==> src/logic/ctrc_params.svh <==
`ifndef CTRC_PARAMS_SVH
`define CTRC_PARAMS_SVH
`define CTRC_IDX_W        12
`define CTRC_TAG_W        4
`define CTRC_CLK_NS       5
`define CTRC_ACC_NS       25
`define CTRC_ACC_CYC      ((`CTRC_ACC_NS + `CTRC_CLK_NS - 1) / `CTRC_CLK_NS)
`define CTRC_CLRPW_NS     25
`define CTRC_CLRPW_CYC    ((`CTRC_CLRPW_NS + `CTRC_CLK_NS - 1) / `CTRC_CLK_NS)
`define CTRC_REC_NS       5
`define CTRC_REC_CYC      ((`CTRC_REC_NS + `CTRC_CLK_NS - 1) / `CTRC_CLK_NS)
`define CTRC_CNT_W        4
`endif

==> src/logic/ctrc_pkg.sv <==
`include "ctrc_params.svh"
package ctrc_pkg;
  typedef enum logic [2:0] {
    CTRC_OP_MATCH = 3'h1,
    CTRC_OP_WRITE = 3'h2,
    CTRC_OP_READ  = 3'h4
  } ctrc_op_e;
  typedef enum logic [5:0] {
    CTRC_IDLE  = 6'h01,
    CTRC_SETUP = 6'h02,
    CTRC_PULSE = 6'h04,
    CTRC_HOLD  = 6'h08,
    CTRC_CLR   = 6'h10,
    CTRC_DONE  = 6'h20
  } ctrc_state_e;
  typedef struct packed {
    ctrc_op_e                  op;
    logic [`CTRC_IDX_W-1:0]    index;
    logic [`CTRC_TAG_W-1:0]    tag;
  } ctrc_req_s;
  typedef struct packed {
    logic                      hit;
    logic [`CTRC_TAG_W-1:0]    tag;
  } ctrc_rsp_s;
endpackage

==> src/logic/ctrc_host.sv <==
`timescale 1ns/1ps
`default_nettype none
`include "ctrc_params.svh"
module ctrc_host
  import ctrc_pkg::*;
(
  // Clock and reset
  input  wire logic                   clk,
  input  wire logic                   rst,
  // Request side
  input  wire logic                   req_valid,
  output logic                        req_ready,
  input  wire ctrc_req_s              req,
  input  wire logic                   clear_req,
  output logic                        clear_busy,
  // Answer side
  output logic                        rsp_valid,
  output ctrc_rsp_s                   rsp,
  // Device pins
  output logic [`CTRC_IDX_W-1:0]      tag_index,
  output logic [`CTRC_TAG_W-1:0]      tag_value_o,
  output logic                        tag_value_oe,
  input  wire logic [`CTRC_TAG_W-1:0] tag_value_i,
  output logic                        write_n,
  output logic                        out_en_n,
  output logic                        bulk_zero_n,
  input  wire logic                   hit
);
  ctrc_state_e            state_q, state_d;
  ctrc_op_e               op_q;
  logic [`CTRC_IDX_W-1:0] index_q;
  logic [`CTRC_TAG_W-1:0] tag_q;
  logic                   write_n_q, out_en_n_q, zero_n_q, oe_q;
  logic                   rsp_valid_q;
  ctrc_rsp_s              rsp_q;
  logic                   tmr_load, tmr_done;
  logic [`CTRC_CNT_W-1:0] tmr_count;

  function automatic logic [`CTRC_CNT_W-1:0] cyc(input int n);
    cyc = (n > 1) ? `CTRC_CNT_W'(n - 1) : '0;
  endfunction

  wire take_clr = (state_q == CTRC_IDLE) && clear_req;
  wire take_req = (state_q == CTRC_IDLE) && !clear_req && req_valid;
  wire is_wr    = (op_q == CTRC_OP_WRITE);
  wire is_rd    = (op_q == CTRC_OP_READ);
  wire finish   = (state_q == CTRC_PULSE) && tmr_done;

  assign req_ready    = (state_q == CTRC_IDLE) && !clear_req;
  assign clear_busy   = (state_q == CTRC_CLR) || (state_q == CTRC_DONE);
  assign tag_index    = index_q;
  assign tag_value_o  = tag_q;
  assign tag_value_oe = oe_q;
  assign write_n      = write_n_q;
  assign out_en_n     = out_en_n_q;
  assign bulk_zero_n  = zero_n_q;
  assign rsp_valid    = rsp_valid_q;
  assign rsp          = rsp_q;

  // Timer loads: access time for cycles, pulse width for clear, recovery after
  assign tmr_load  = take_req || take_clr || finish ||
                     ((state_q == CTRC_CLR) && tmr_done);
  assign tmr_count = take_clr ? cyc(`CTRC_CLRPW_CYC) :
                     (take_req ? cyc(`CTRC_ACC_CYC) : cyc(`CTRC_REC_CYC));

  ctrc_timer u_timer (
    .clk     (clk),
    .rst     (rst),
    .load    (tmr_load),
    .count   (tmr_count),
    .expired (tmr_done)
  );

  always_comb begin
    state_d = state_q;
    case (state_q)
      CTRC_IDLE:  begin
        if (take_clr) begin
          state_d = CTRC_CLR;
        end else if (take_req) begin
          state_d = CTRC_PULSE;
        end
      end
      CTRC_PULSE: if (tmr_done) state_d = CTRC_HOLD;
      CTRC_HOLD:  if (tmr_done) state_d = CTRC_IDLE;
      CTRC_CLR:   if (tmr_done) state_d = CTRC_DONE;
      CTRC_DONE:  if (tmr_done) state_d = CTRC_IDLE;
      default:    state_d = CTRC_IDLE;
    endcase
  end

  always_ff @(posedge clk or posedge rst) begin
    if (rst) begin
      state_q <= CTRC_IDLE;
      op_q    <= CTRC_OP_MATCH;
      index_q <= '0;
      tag_q   <= '0;
    end else begin
      state_q <= state_d;
      if (take_req) begin
        op_q    <= req.op;
        index_q <= req.index;
        tag_q   <= req.tag;
      end
    end
  end

  // Strobes; bus held one cycle past the write pulse so data outlasts the latch edge
  always_ff @(posedge clk or posedge rst) begin
    if (rst) begin
      write_n_q  <= 1'b1;
      out_en_n_q <= 1'b1;
      zero_n_q   <= 1'b1;
      oe_q       <= 1'b0;
    end else begin
      zero_n_q   <= !(state_d == CTRC_CLR);
      write_n_q  <= !((state_d == CTRC_PULSE) && (take_req ? req.op == CTRC_OP_WRITE : is_wr));
      out_en_n_q <= !((state_d == CTRC_PULSE) && (take_req ? req.op == CTRC_OP_READ : is_rd));
      // Bus released for read and clear so the device may drive it
      oe_q       <= ((state_d == CTRC_PULSE) || (state_d == CTRC_HOLD)) &&
                    !(take_req ? req.op == CTRC_OP_READ : is_rd);
    end
  end

  // Answer sampled at end of one access cycle; hit only kept for matches
  always_ff @(posedge clk or posedge rst) begin
    if (rst) begin
      rsp_valid_q <= 1'b0;
      rsp_q       <= '0;
    end else begin
      rsp_valid_q <= finish;
      if (finish) begin
        rsp_q.hit <= (op_q == CTRC_OP_MATCH) ? hit : 1'b0;
        rsp_q.tag <= is_rd ? tag_value_i : tag_q;
      end
    end
  end

  // Hit pin never sampled while clearing NAND merge left outside

  property p_clr_strobes;
    @(posedge clk) disable iff (rst)
      !bulk_zero_n |-> (write_n && out_en_n && !rsp_valid);
  endproperty
  a_clr_strobes: assert property (p_clr_strobes) else $error("strobes during clear");

  property p_clr_width;
    @(posedge clk) disable iff (rst)
      $fell(bulk_zero_n) |-> !bulk_zero_n [*5];
  endproperty
  a_clr_width: assert property (p_clr_width) else $error("clear pulse too short");

  property p_match_pins;
    @(posedge clk) disable iff (rst)
      (state_q == CTRC_PULSE && op_q == CTRC_OP_MATCH) |->
        (write_n && out_en_n && bulk_zero_n && tag_value_oe);
  endproperty
  a_match_pins: assert property (p_match_pins) else $error("match strobes wrong");

  property p_read_float;
    @(posedge clk) disable iff (rst)
      !out_en_n |-> !tag_value_oe;
  endproperty
  a_read_float: assert property (p_read_float) else $error("bus contention on read");

  property p_write_data;
    @(posedge clk) disable iff (rst)
      !write_n |-> (tag_value_oe && bulk_zero_n && ($fell(write_n) || $stable(tag_value_o)));
  endproperty
  a_write_data: assert property (p_write_data) else $error("write data unstable");

  property p_rsp_time;
    @(posedge clk) disable iff (rst)
      take_req |-> ##[5:6] rsp_valid;
  endproperty
  a_rsp_time: assert property (p_rsp_time) else $error("answer late");

  property p_hit_only_match;
    @(posedge clk) disable iff (rst)
      (rsp_valid && $past(op_q) != CTRC_OP_MATCH) |-> !rsp.hit;
  endproperty
  a_hit_only_match: assert property (p_hit_only_match) else $error("hit kept outside match");

  property p_read_data;
    @(posedge clk) disable iff (rst)
      (finish && is_rd) |=> (rsp.tag == $past(tag_value_i));
  endproperty
  a_read_data: assert property (p_read_data) else $error("read data not captured");

  property p_pins_stand;
    @(posedge clk) disable iff (rst)
      (state_q == CTRC_PULSE && $past(state_q) == CTRC_PULSE) |->
        ($stable(tag_index) && $stable(tag_value_o));
  endproperty
  a_pins_stand: assert property (p_pins_stand) else $error("index or compare value moved");

  property p_clr_recover;
    @(posedge clk) disable iff (rst)
      $rose(bulk_zero_n) |=> (write_n && out_en_n);
  endproperty
  a_clr_recover: assert property (p_clr_recover) else $error("strobe right after clear");

  c_match: cover property (@(posedge clk) disable iff (rst) rsp_valid && rsp.hit);
  c_write: cover property (@(posedge clk) disable iff (rst) $fell(write_n));
  c_read:  cover property (@(posedge clk) disable iff (rst) $fell(out_en_n));
  c_clear: cover property (@(posedge clk) disable iff (rst) $rose(bulk_zero_n));
endmodule // ctrc_host
`default_nettype wire

==> src/logic/ctrc_timer.sv <==
`timescale 1ns/1ps
`default_nettype none
`include "ctrc_params.svh"
module ctrc_timer
  import ctrc_pkg::*;
(
  // Clock and reset
  input  wire logic                   clk,
  input  wire logic                   rst,
  // Control
  input  wire logic                   load,
  input  wire logic [`CTRC_CNT_W-1:0] count,
  output logic                        expired
);
  logic [`CTRC_CNT_W-1:0] cnt_q;
  assign expired = (cnt_q == '0);
  always_ff @(posedge clk or posedge rst) begin
    if (rst) begin
      cnt_q <= '0;
    end else if (load) begin
      cnt_q <= count;
    end else if (!expired) begin
      cnt_q <= cnt_q - 1'b1;
    end
  end
endmodule // ctrc_timer
`default_nettype wire

==> config.mk <==
export PLATFORM = sky130hd
export DESIGN_NAME = ctrc_host
export DESIGN_NICKNAME = d
export VERILOG_FILES = /design/src/logic/ctrc_pkg.sv /design/src/logic/ctrc_host.sv /design/src/logic/ctrc_timer.sv
export VERILOG_INCLUDE_DIRS = /design/src /design/src/logic
export SDC_FILE = /design/constraint.sdc
export NUM_CORES = 1
export LEC_CHECK = 0
export BUFFER_PORTS_ARGS = -buffer_cell sky130_fd_sc_hd__clkbuf_2
export CAP_MARGIN = 20
export CELL_PAD_IN_SITES_DETAIL_PLACEMENT = 1
export CELL_PAD_IN_SITES_GLOBAL_PLACEMENT = 1
export CORE_UTILIZATION = 30
export DETAILED_ROUTE_END_ITERATION = 12
export GPL_TIMING_DRIVEN = 0
export PLACE_DENSITY = 0.69
export SLEW_MARGIN = 20
export SYNTH_ARGS = -nofsm -noshare
export SYNTH_HDL_FRONTEND = slang
export SYNTH_SLANG_ARGS = --single-unit
==> constraint.sdc <==
create_clock -name clk -period 3.21 [get_ports clk]
set_input_delay 0.1605 -clock clk [delete_from_list [all_inputs] [get_ports clk]]
set_output_delay 0.1605 -clock clk [all_outputs]
set_load 0.03 [all_outputs]
==> results.ini, run 1 <==
[route]
vias = 1288
drt-initial-drc-count = 41
wl_per_cell_um = 13.5
wl_um = 3740
drc = 0
viasPerCell = 4.63
drt_pass1_iterations = 4
antenna_left = 0

[status]
outcome = finished clean

[timing]
max_slew_margin = 0.452
skew_ns = 0.00343
rsz0062_at_grt = no
setup_tns_ns = 0
hold_viol_final = 0
tightest_slew_ns = 0.820
fmax_mhz = 494
finalCritPeriodShare = 0.631
final.min_clock_period_ns = 2.03
setup_viol = 0
drv_slew = 0
setup_slack_ns = 1.18

[final_layout]
multiInputGateArea_um2 = 703
syn_to_final_growth_pct = 29.1
layout-drive-gt1-share = 0.383
fin_cells = 278
antenna_cells = 0
seqCellArea_um2 = 982
fin_nets = 234
fill_cells = 646

[worst_setup_path]
worstSetupStartpoint = u_timer.cnt_q[0]
r2r-start = u_timer.cnt_q[0]
crit_arrival_ns = 2.19
r2r_cells = 7
crit_path_end_kind = flip-flop
setup.worst_path.class = flip-flop to flip-flop
reg2reg_slack_ns = 1.18
worst_setup_path_start_kind = flip-flop
crit_fanout = 10
r2r_end = rsp[2]
worstPathRequired_ns = 3.37

[clock_tree]
cts_root_buffer = clkbuf_8
cts_setup_buffers = 0
cts_buffers = 5
cts_buffer_depth = 2
cts.sinks = 39
insertion_delay_ns = 0.29
cts_resized = 0
clk_pin_slew_ns = 0.08
cts_tree = built
cts_max_level = 2

[floorplanning]
die_area_um2 = 6090
die_h_um = 78.0
rows = 27
start_util = 0.313
die_x_um = 78.0
ios = 56
core_area_um2 = 5540

[synthesis]
yosysTopAreaCell = dfrtp_1
async_flop_share = 1.00
synthCells = 141
syn-num-nets = 170
syn_area_um2 = 1730
synth_flop_cell = dfrtp_1
netlist_top_cells_count = 34 x dfrtp_1, 19 x mux2_1, 11 x nor2_1
synth_most_common_cell = dfrtp_1
yosys_warnings = 0
ys_top_cells_by_area = dfrtp_1 49%, mux2_1 12%, dfstp_2 7.6%
synth_top_cell_area_share = 0.491
ys_ff_latch = 39
syn_avg_cell_area_um2 = 12.3
synth_edf_count = 0
synth-seq-area-share = 0.566
synth_cell_type_count = 38

[grt]
grt_max_degree = 35
grtUsageMet2 = 0.225
grt_use_met1 = 0.174
grt_overflow = 0
grt_usage = 0.142
grt_pass1_vias = 1424
grt_use_met3 = 0.0547
antenna_found_initial = 0
grt_pass1_wl_um = 6600
top_usage_layer = met2

[pwr]
internal-power_uw = 1160
p_leak_uw = 0.00105
swShare = 0.387
pwr-share-comb = 0.379
p_per_area_nw_per_um2 = 844
peakVddDrop_v = 0.000370
switchingPower_uw = 732
pwr-share-seq = 0.407
clockPowerShare = 0.214

[worst_hold_path]
hold_class = input pin to flip-flop
min_to = tag_index[1]
hp-start = req[5]
hold_path_depth = 2

[placed_design]
place_congestion = 0.735
dp_cells = 269
place_ws_ns = 1.16
io_buffers = 55
dp_hpwl_um = 2800

[job]
cap_violations = 0

-- placed cells by master (no fill, tap or decap), types with 2 or more instances in the layout --
| cell | n |
|---|---|
| a21oi_1 | 2 |
| buf_2 | 3 |
| clkbuf_1 | 2 |
| clkbuf_2 | 55 |
| clkbuf_8 | 5 |
| dfrtp_1 | 34 |
| dfstp_2 | 5 |
| inv_1 | 4 |
| mux2_1 | 19 |
| mux2i_1 | 4 |
| nand2_1 | 9 |
| nand3_1 | 3 |
| nor2_1 | 11 |
| nor3_1 | 3 |
| nor3b_1 | 4 |
| o21ai_0 | 7 |
| o22ai_1 | 3 |
| o311ai_0 | 2 |
| or3_1 | 2 |
| xnor2_1 | 4 |
-- through the flow --
stage                     hold slack (ns)  utilization  instance area, um^2  power, uW
after floorplan                     0.285            -                 1730       1280
after global placement              0.371        0.379                 2100       1480
after detailed placement           0.0494        0.383                 2120       1510
after CTS                          0.0579        0.404                 2240       1930
after global routing               0.0694        0.404                 2240       2010
final                              0.0758        0.404                 2240       1890
-- what timing repair did --
action / CTS / global route
endpoints found under the setup margin: 0 / 0
hold buffers: 1 / 0
endpoints found under the hold margin: 35 / 0
-- cells by family after synthesis --
logic type	Yosys count	share of synthesized area
compound gates	19	0.0693
simple gates	42	0.149
buf+inv	10	0.0281
flops	39	0.566
mux	24	0.153
fa+ha+maj	1	0.00721
other cells	1	0.00216
xor+xnor	5	0.0253
-- worst max-delay path, cell delays in order, from the launching register on --
cell and delay [ns]:
dfrtp_1 0.38, inv_1 0.09, ha_1 0.22, nor3b_2 0.56, nand4_1 0.20, clkbuf_1 0.25, nand2_1 0.12, o21ai_0 0.07
-- worst max-delay path by stage --
stage          endpoint  depth (start not counted)
2_1_floorplan    rsp[0]                          7
3_3_place_gp     rsp[1]                          7
3_5_place_dp     rsp[2]                          7
4_1_cts          rsp[2]                          7
5_1_grt          rsp[2]                          7
6_report         rsp[2]                          7
-- final cells by class --
type | instances | area share
well taps | 72 | 0.0402
plain buffers | 5 | 0.0134
flip-flops and latches | 39 | 0.439
clock inverters | 2 | 0.0168
multi-input cells | 92 | 0.314
repair buffers | 57 | 0.136
inverters | 5 | 0.00838
clock buffers | 6 | 0.0324
-- power by group through the flow --
stage	registers (uW)	clock network [uW]	logic, uW
final	768	405	717
after global routing	792	437	785
after CTS	772	424	730
after detailed placement	781	0	726
after global placement	769	0	712
after floorplan	986	0	293
-- flip-flops by register name (all words and copies together), names as in the netlist --
name and count:
bulk_zero_n 1, op_q 3, out_en_n 1, rsp 5
rsp_valid 1, state_q 6, tag_index 12, tag_value_o 4
tag_value_oe 1, u_timer.cnt_q 4, write_n 1
-- metal layers --
metal / wire length, um / vias to the layer above
li1: - / 621
met1: 1670 / 617
met2: 1740 / 46
met3: 288 / 4
met4: 31 / 0
met5: 0 / -
(Power assumes the default switching activity.)
==> run 2, diff against run 1 <==
--- a/config.mk
+++ b/config.mk
@@ -13,7 +13,7 @@
 export CORE_UTILIZATION = 30
 export DETAILED_ROUTE_END_ITERATION = 12
 export GPL_TIMING_DRIVEN = 0
-export PLACE_DENSITY = 0.69
+export PLACE_DENSITY = 0.72
 export SLEW_MARGIN = 20
 export SYNTH_ARGS = -nofsm -noshare
 export SYNTH_HDL_FRONTEND = slang
==> constraint.sdc (replaced) <==
create_clock -name clk -period 1.6 [get_ports clk]
set_input_delay 0.08 -clock clk [delete_from_list [all_inputs] [get_ports clk]]
set_output_delay 0.08 -clock clk [all_outputs]
set_load 0.03 [all_outputs]
==> results.ini, run 2 (synthesis results as in run 1) <==
[worst_setup_path]
max_stage_delay_ns = 0.55
crit_path_end_kind = flip-flop
reg2reg_slack_ns = -0.1
r2r-start = state_q[0]
r2r_cells = 4
crit_chain = nor4b_4, nand4_4, clkbuf_16, mux2_4
worst_setup_path_start_kind = flip-flop
r2r_end = tag_index[7]
setup.worst_path.class = flip-flop to flip-flop
cp_slowest_cell = dfstp_2
crit_fanout = 7
crit_family = flip-flops
crit_arrival_ns = 1.87
worstPathRequired_ns = 1.78
crit_buf_inv = 1

[floorplanning]
die_x_um = 78.0
die_h_um = 78.0
rows = 27
core_area_um2 = 5540
start_util = 0.313
die_area_um2 = 6090
ios = 56

[timing]
rsz0062_at_grt = yes
hold_viol_final = 0
fmax_mhz = 589
finalCritPeriodShare = 1.06
holdWs_ns = 0.0190
skew_ns = 0.00578
setup_slack_ns = -0.0968
final.min_clock_period_ns = 1.70
setup_tns_ns = -1.74
setup_viol = 27
drv_slew = 0

[grt]
grt_max_degree = 34
antenna_found_initial = 0
grt_pass1_wl_um = 7580
grt_usage = 0.161
grt_pass1_vias = 1493
grt_overflow = 0

[final_layout]
fin_cells = 292
final_cell_mix = 53 x clkbuf_2, 33 x dfrtp_1, 19 x mux2_4
seqCellArea_um2 = 983
multiInputGateArea_um2 = 912
antenna_cells = 0
largest_register_ffs = 12
syn_to_final_growth_pct = 51.5
final_util = 0.474
layout_commonest_cell = clkbuf_2
layout-drive-gt1-share = 0.614
fill_cells = 614
fin_nets = 248

[clock_tree]
clk_pin_slew_ns = 0.08
cts_buffer_depth = 2
cts_max_level = 2
cts_buffers = 5
cts.sinks = 39
insertion_delay_ns = 0.29
cts_tree = built
cts_root_buffer = clkbuf_8

[status]
violations = negative setup slack
outcome = finished, violations left

[route]
wl_um = 4700
drt_pass1_iterations = 4
wl_per_cell_um = 16.1
vias = 1407
drt-initial-drc-count = 38
antenna_left = 0
drc = 0
viasPerCell = 4.82

[placed_design]
io_buffers = 55
dp_cells = 269
dp_hpwl_um = 2840
place_congestion = 0.700

[pwr]
peakVddDrop_v = 0.000880
p_leak_uw = 0.00127
p_per_area_nw_per_um2 = 1670
power_uw = 4380

[worst_hold_path]
hp-start = req[4]
hold_path_depth = 2
min_to = tag_index[0]
hold_class = input pin to flip-flop

[job]
cap_violations = 0

-- run 2: area by class of cell --
class | count | area share
well taps | 72 | 0.0343
plain buffers | 3 | 0.0143
repair buffers | 73 | 0.181
flip-flops and latches | 39 | 0.374
inverters | 5 | 0.00714
clock inverters | 2 | 0.0143
clock buffers | 6 | 0.0276
multi-input cells | 92 | 0.347
-- run 2: worst register-to-register path: stages, from the launching register on --
cell and delay, ns:
dfstp_2 0.55, nor4b_4 0.26, nand4_4 0.25, clkbuf_16 0.24, mux2_4 0.29
-- run 2: stage by stage --
stage	setup WS, ns	instance area, um^2
final	-0.0968	2630
after global routing	-0.146	2630
after CTS	-0.106	2510
after detailed placement	-0.247	2130
after global placement	-0.254	2110
after floorplan	0.0240	1740
-- run 2: power by group --
part,internal (uW),switching [uW]
registers,1330,270
clock network,466,361
logic,912,1040
total,2710,1670
-- run 2: metal layers --
| layer | part of all wire | track usage | up-vias | wire (um) |
|---|---|---|---|---|
| li1 | - | - | 654 | - |
| met1 | 0.41 | 0.190 | 703 | 1930 |
| met2 | 0.52 | 0.281 | 46 | 2430 |
| met3 | 0.066 | 0.0523 | 4 | 309 |
| met4 | 0.0066 | 0.0444 | 0 | 31 |
| met5 | 0 | 0 | - | 0 |
-- run 2: timing repair --
| item | in CTS | in global routing |
|---|---|---|
| buffers inserted | 8 | 3 |
| gates cloned | 2 | 1 |
| gates resized for setup | 41 | 41 |
| hold buffers | 3 | 0 |
| setup endpoints to repair | 32 | 37 |
| pin swaps | 4 | 12 |
| hold endpoints to repair | 38 | 0 |
-- run 2: worst max-delay path by stage --
stage                     start              to  depth (start not counted)
6_report             state_q[0]    tag_index[7]                          4
2_1_floorplan        state_q[2]  tag_value_o[0]                          5
3_3_place_gp   u_timer.cnt_q[0]          rsp[1]                          7
5_1_grt              state_q[0]         write_n                          5
4_1_cts              state_q[2]    tag_index[0]                          5
3_5_place_dp   u_timer.cnt_q[0]          rsp[3]                          7
==> run 3, diff against run 2 <==
--- a/config.mk
+++ b/config.mk
@@ -14,6 +14,7 @@
 export DETAILED_ROUTE_END_ITERATION = 12
 export GPL_TIMING_DRIVEN = 0
 export PLACE_DENSITY = 0.72
+export SKIP_LAST_GASP = 1
 export SLEW_MARGIN = 20
 export SYNTH_ARGS = -nofsm -noshare
 export SYNTH_HDL_FRONTEND = slang
==> results.ini, run 3 (synthesis results as in run 1) <==
[clock_tree]
cts_max_level = 2
clk_pin_slew_ns = 0.08
cts.sinks = 39
insertion_delay_ns = 0.29
cts_tree = built
cts_buffers = 5
cts_root_buffer = clkbuf_8
cts_buffer_depth = 2

[grt]
grt_overflow = 0
grt_pass1_vias = 1494
antenna_found_initial = 0
grt_pass1_wl_um = 7520
grt_usage = 0.159
grt_max_degree = 34

[placed_design]
io_buffers = 55
place_congestion = 0.700
dp_hpwl_um = 2840

[route]
viasPerCell = 4.79
drt-initial-drc-count = 32
antenna_left = 0
wl_per_cell_um = 15.7
drc = 0
drt_pass1_iterations = 4
wl_um = 4580
vias = 1395

[timing]
setup_viol = 26
skew_ns = 0.00491
hold_viol_final = 0
final.min_clock_period_ns = 1.69
setup_slack_ns = -0.0871
finalCritPeriodShare = 1.05
holdWs_ns = 0.0173
fmax_mhz = 593
setup_tns_ns = -1.50
drv_slew = 0
rsz0062_at_grt = yes

[worst_setup_path]
setup.worst_path.class = flip-flop to flip-flop
reg2reg_slack_ns = -0.09
crit_path_end_kind = flip-flop
worstPathRequired_ns = 1.78
r2r_cells = 4
worst_setup_path_start_kind = flip-flop
crit_arrival_ns = 1.86
crit_fanout = 7

[floorplanning]
die_area_um2 = 6090
rows = 27
start_util = 0.313
ios = 56
die_h_um = 78.0
core_area_um2 = 5540
die_x_um = 78.0

[final_layout]
fin_nets = 247
final_cell_mix = 53 x clkbuf_2, 33 x dfrtp_1, 19 x mux2_4
layout-drive-gt1-share = 0.603
fill_cells = 615
final_util = 0.470
largest_register_ffs = 12
antenna_cells = 0
layout_commonest_cell = clkbuf_2
syn_to_final_growth_pct = 50.1

[job]
cap_violations = 0

[pwr]
p_leak_uw = 0.00126
peakVddDrop_v = 0.000879
p_per_area_nw_per_um2 = 1670

[worst_hold_path]
hold_class = input pin to flip-flop
hold_path_depth = 2

[status]
violations = negative setup slack
outcome = finished, violations left

-- run 3: cell count changes in the layout (fill, tap and decap cells not counted) --
| cell | delta |
|---|---|
| nor3_1 | +1 |
| buf_4 | -1 |
| nor2_1 | +1 |
| nor3_2 | -1 |
| nor2_2 | +1 |
| nor2_4 | -2 |
-- run 3: where the power goes --
group	switching, uW	total (uW)	internal (uW)
Clock	360	826	465
Sequential	264	1590	1330
Combinational	1030	1940	905
Total	1650	4350	2700
-- run 3: path summary, 6_finish.rpt --
kind,from,end
hold / removal,req[4],tag_index[0]
setup / recovery,state_q[0],tag_index[7]
min in group asynchronous,rst,state_q[5]
setup reg to reg,state_q[0],tag_index[7]
max in group asynchronous,rst,op_q[0]
hold reg to reg,rsp[1],rsp[1]
-- run 3: cell type report --
cell class                      instances  area, um^2  share of cell area
Buffer                                  3        37.5              0.0144
Clock buffer                            6        72.6              0.0279
Clock inverter                          2        37.5              0.0144
Inverter                                5        18.8             0.00721
Multi-Input combinational cell         92         895               0.344
Sequential cell                        39         983               0.378
Tap cell                               72        90.1              0.0346
Timing Repair Buffer                   72         468               0.180
-- run 3: metal layers --
metal  track usage  wire length, um
met5             0                0
met4        0.0444               43
met3        0.0523              319
met2         0.273             2340
met1         0.191             1870
-- run 3: repair_timing --
item                                   4_1_cts  5_1_grt
endpoints found under the hold margin       38        0
setup buffers                                8        2
resized for setup                           39       39
hold buffers                                 3        0
setup endpoints to repair                   32       37
gates cloned                                 2        1
pin swaps                                    4       15
-- run 3: stage by stage --
| step | std cells | power, uW | setup WS [ns] | cell area (um^2) |
|---|---|---|---|---|
| floorplan | 141 | 2590 | 0.0240 | 1740 |
| global placement | 268 | 3000 | -0.254 | 2110 |
| detailed placement | 269 | 3050 | -0.247 | 2130 |
| CTS | 289 | 4190 | -0.106 | 2500 |
| global route | 291 | 4570 | -0.161 | 2600 |
| finish | 291 | 4350 | -0.0871 | 2600 |
-- run 3: critical path, stage by stage (launching register included) --
cell       delay [ns]
dfstp_2          0.54
nor4b_4          0.26
nand4_4          0.25
clkbuf_16        0.23
mux2_4           0.29
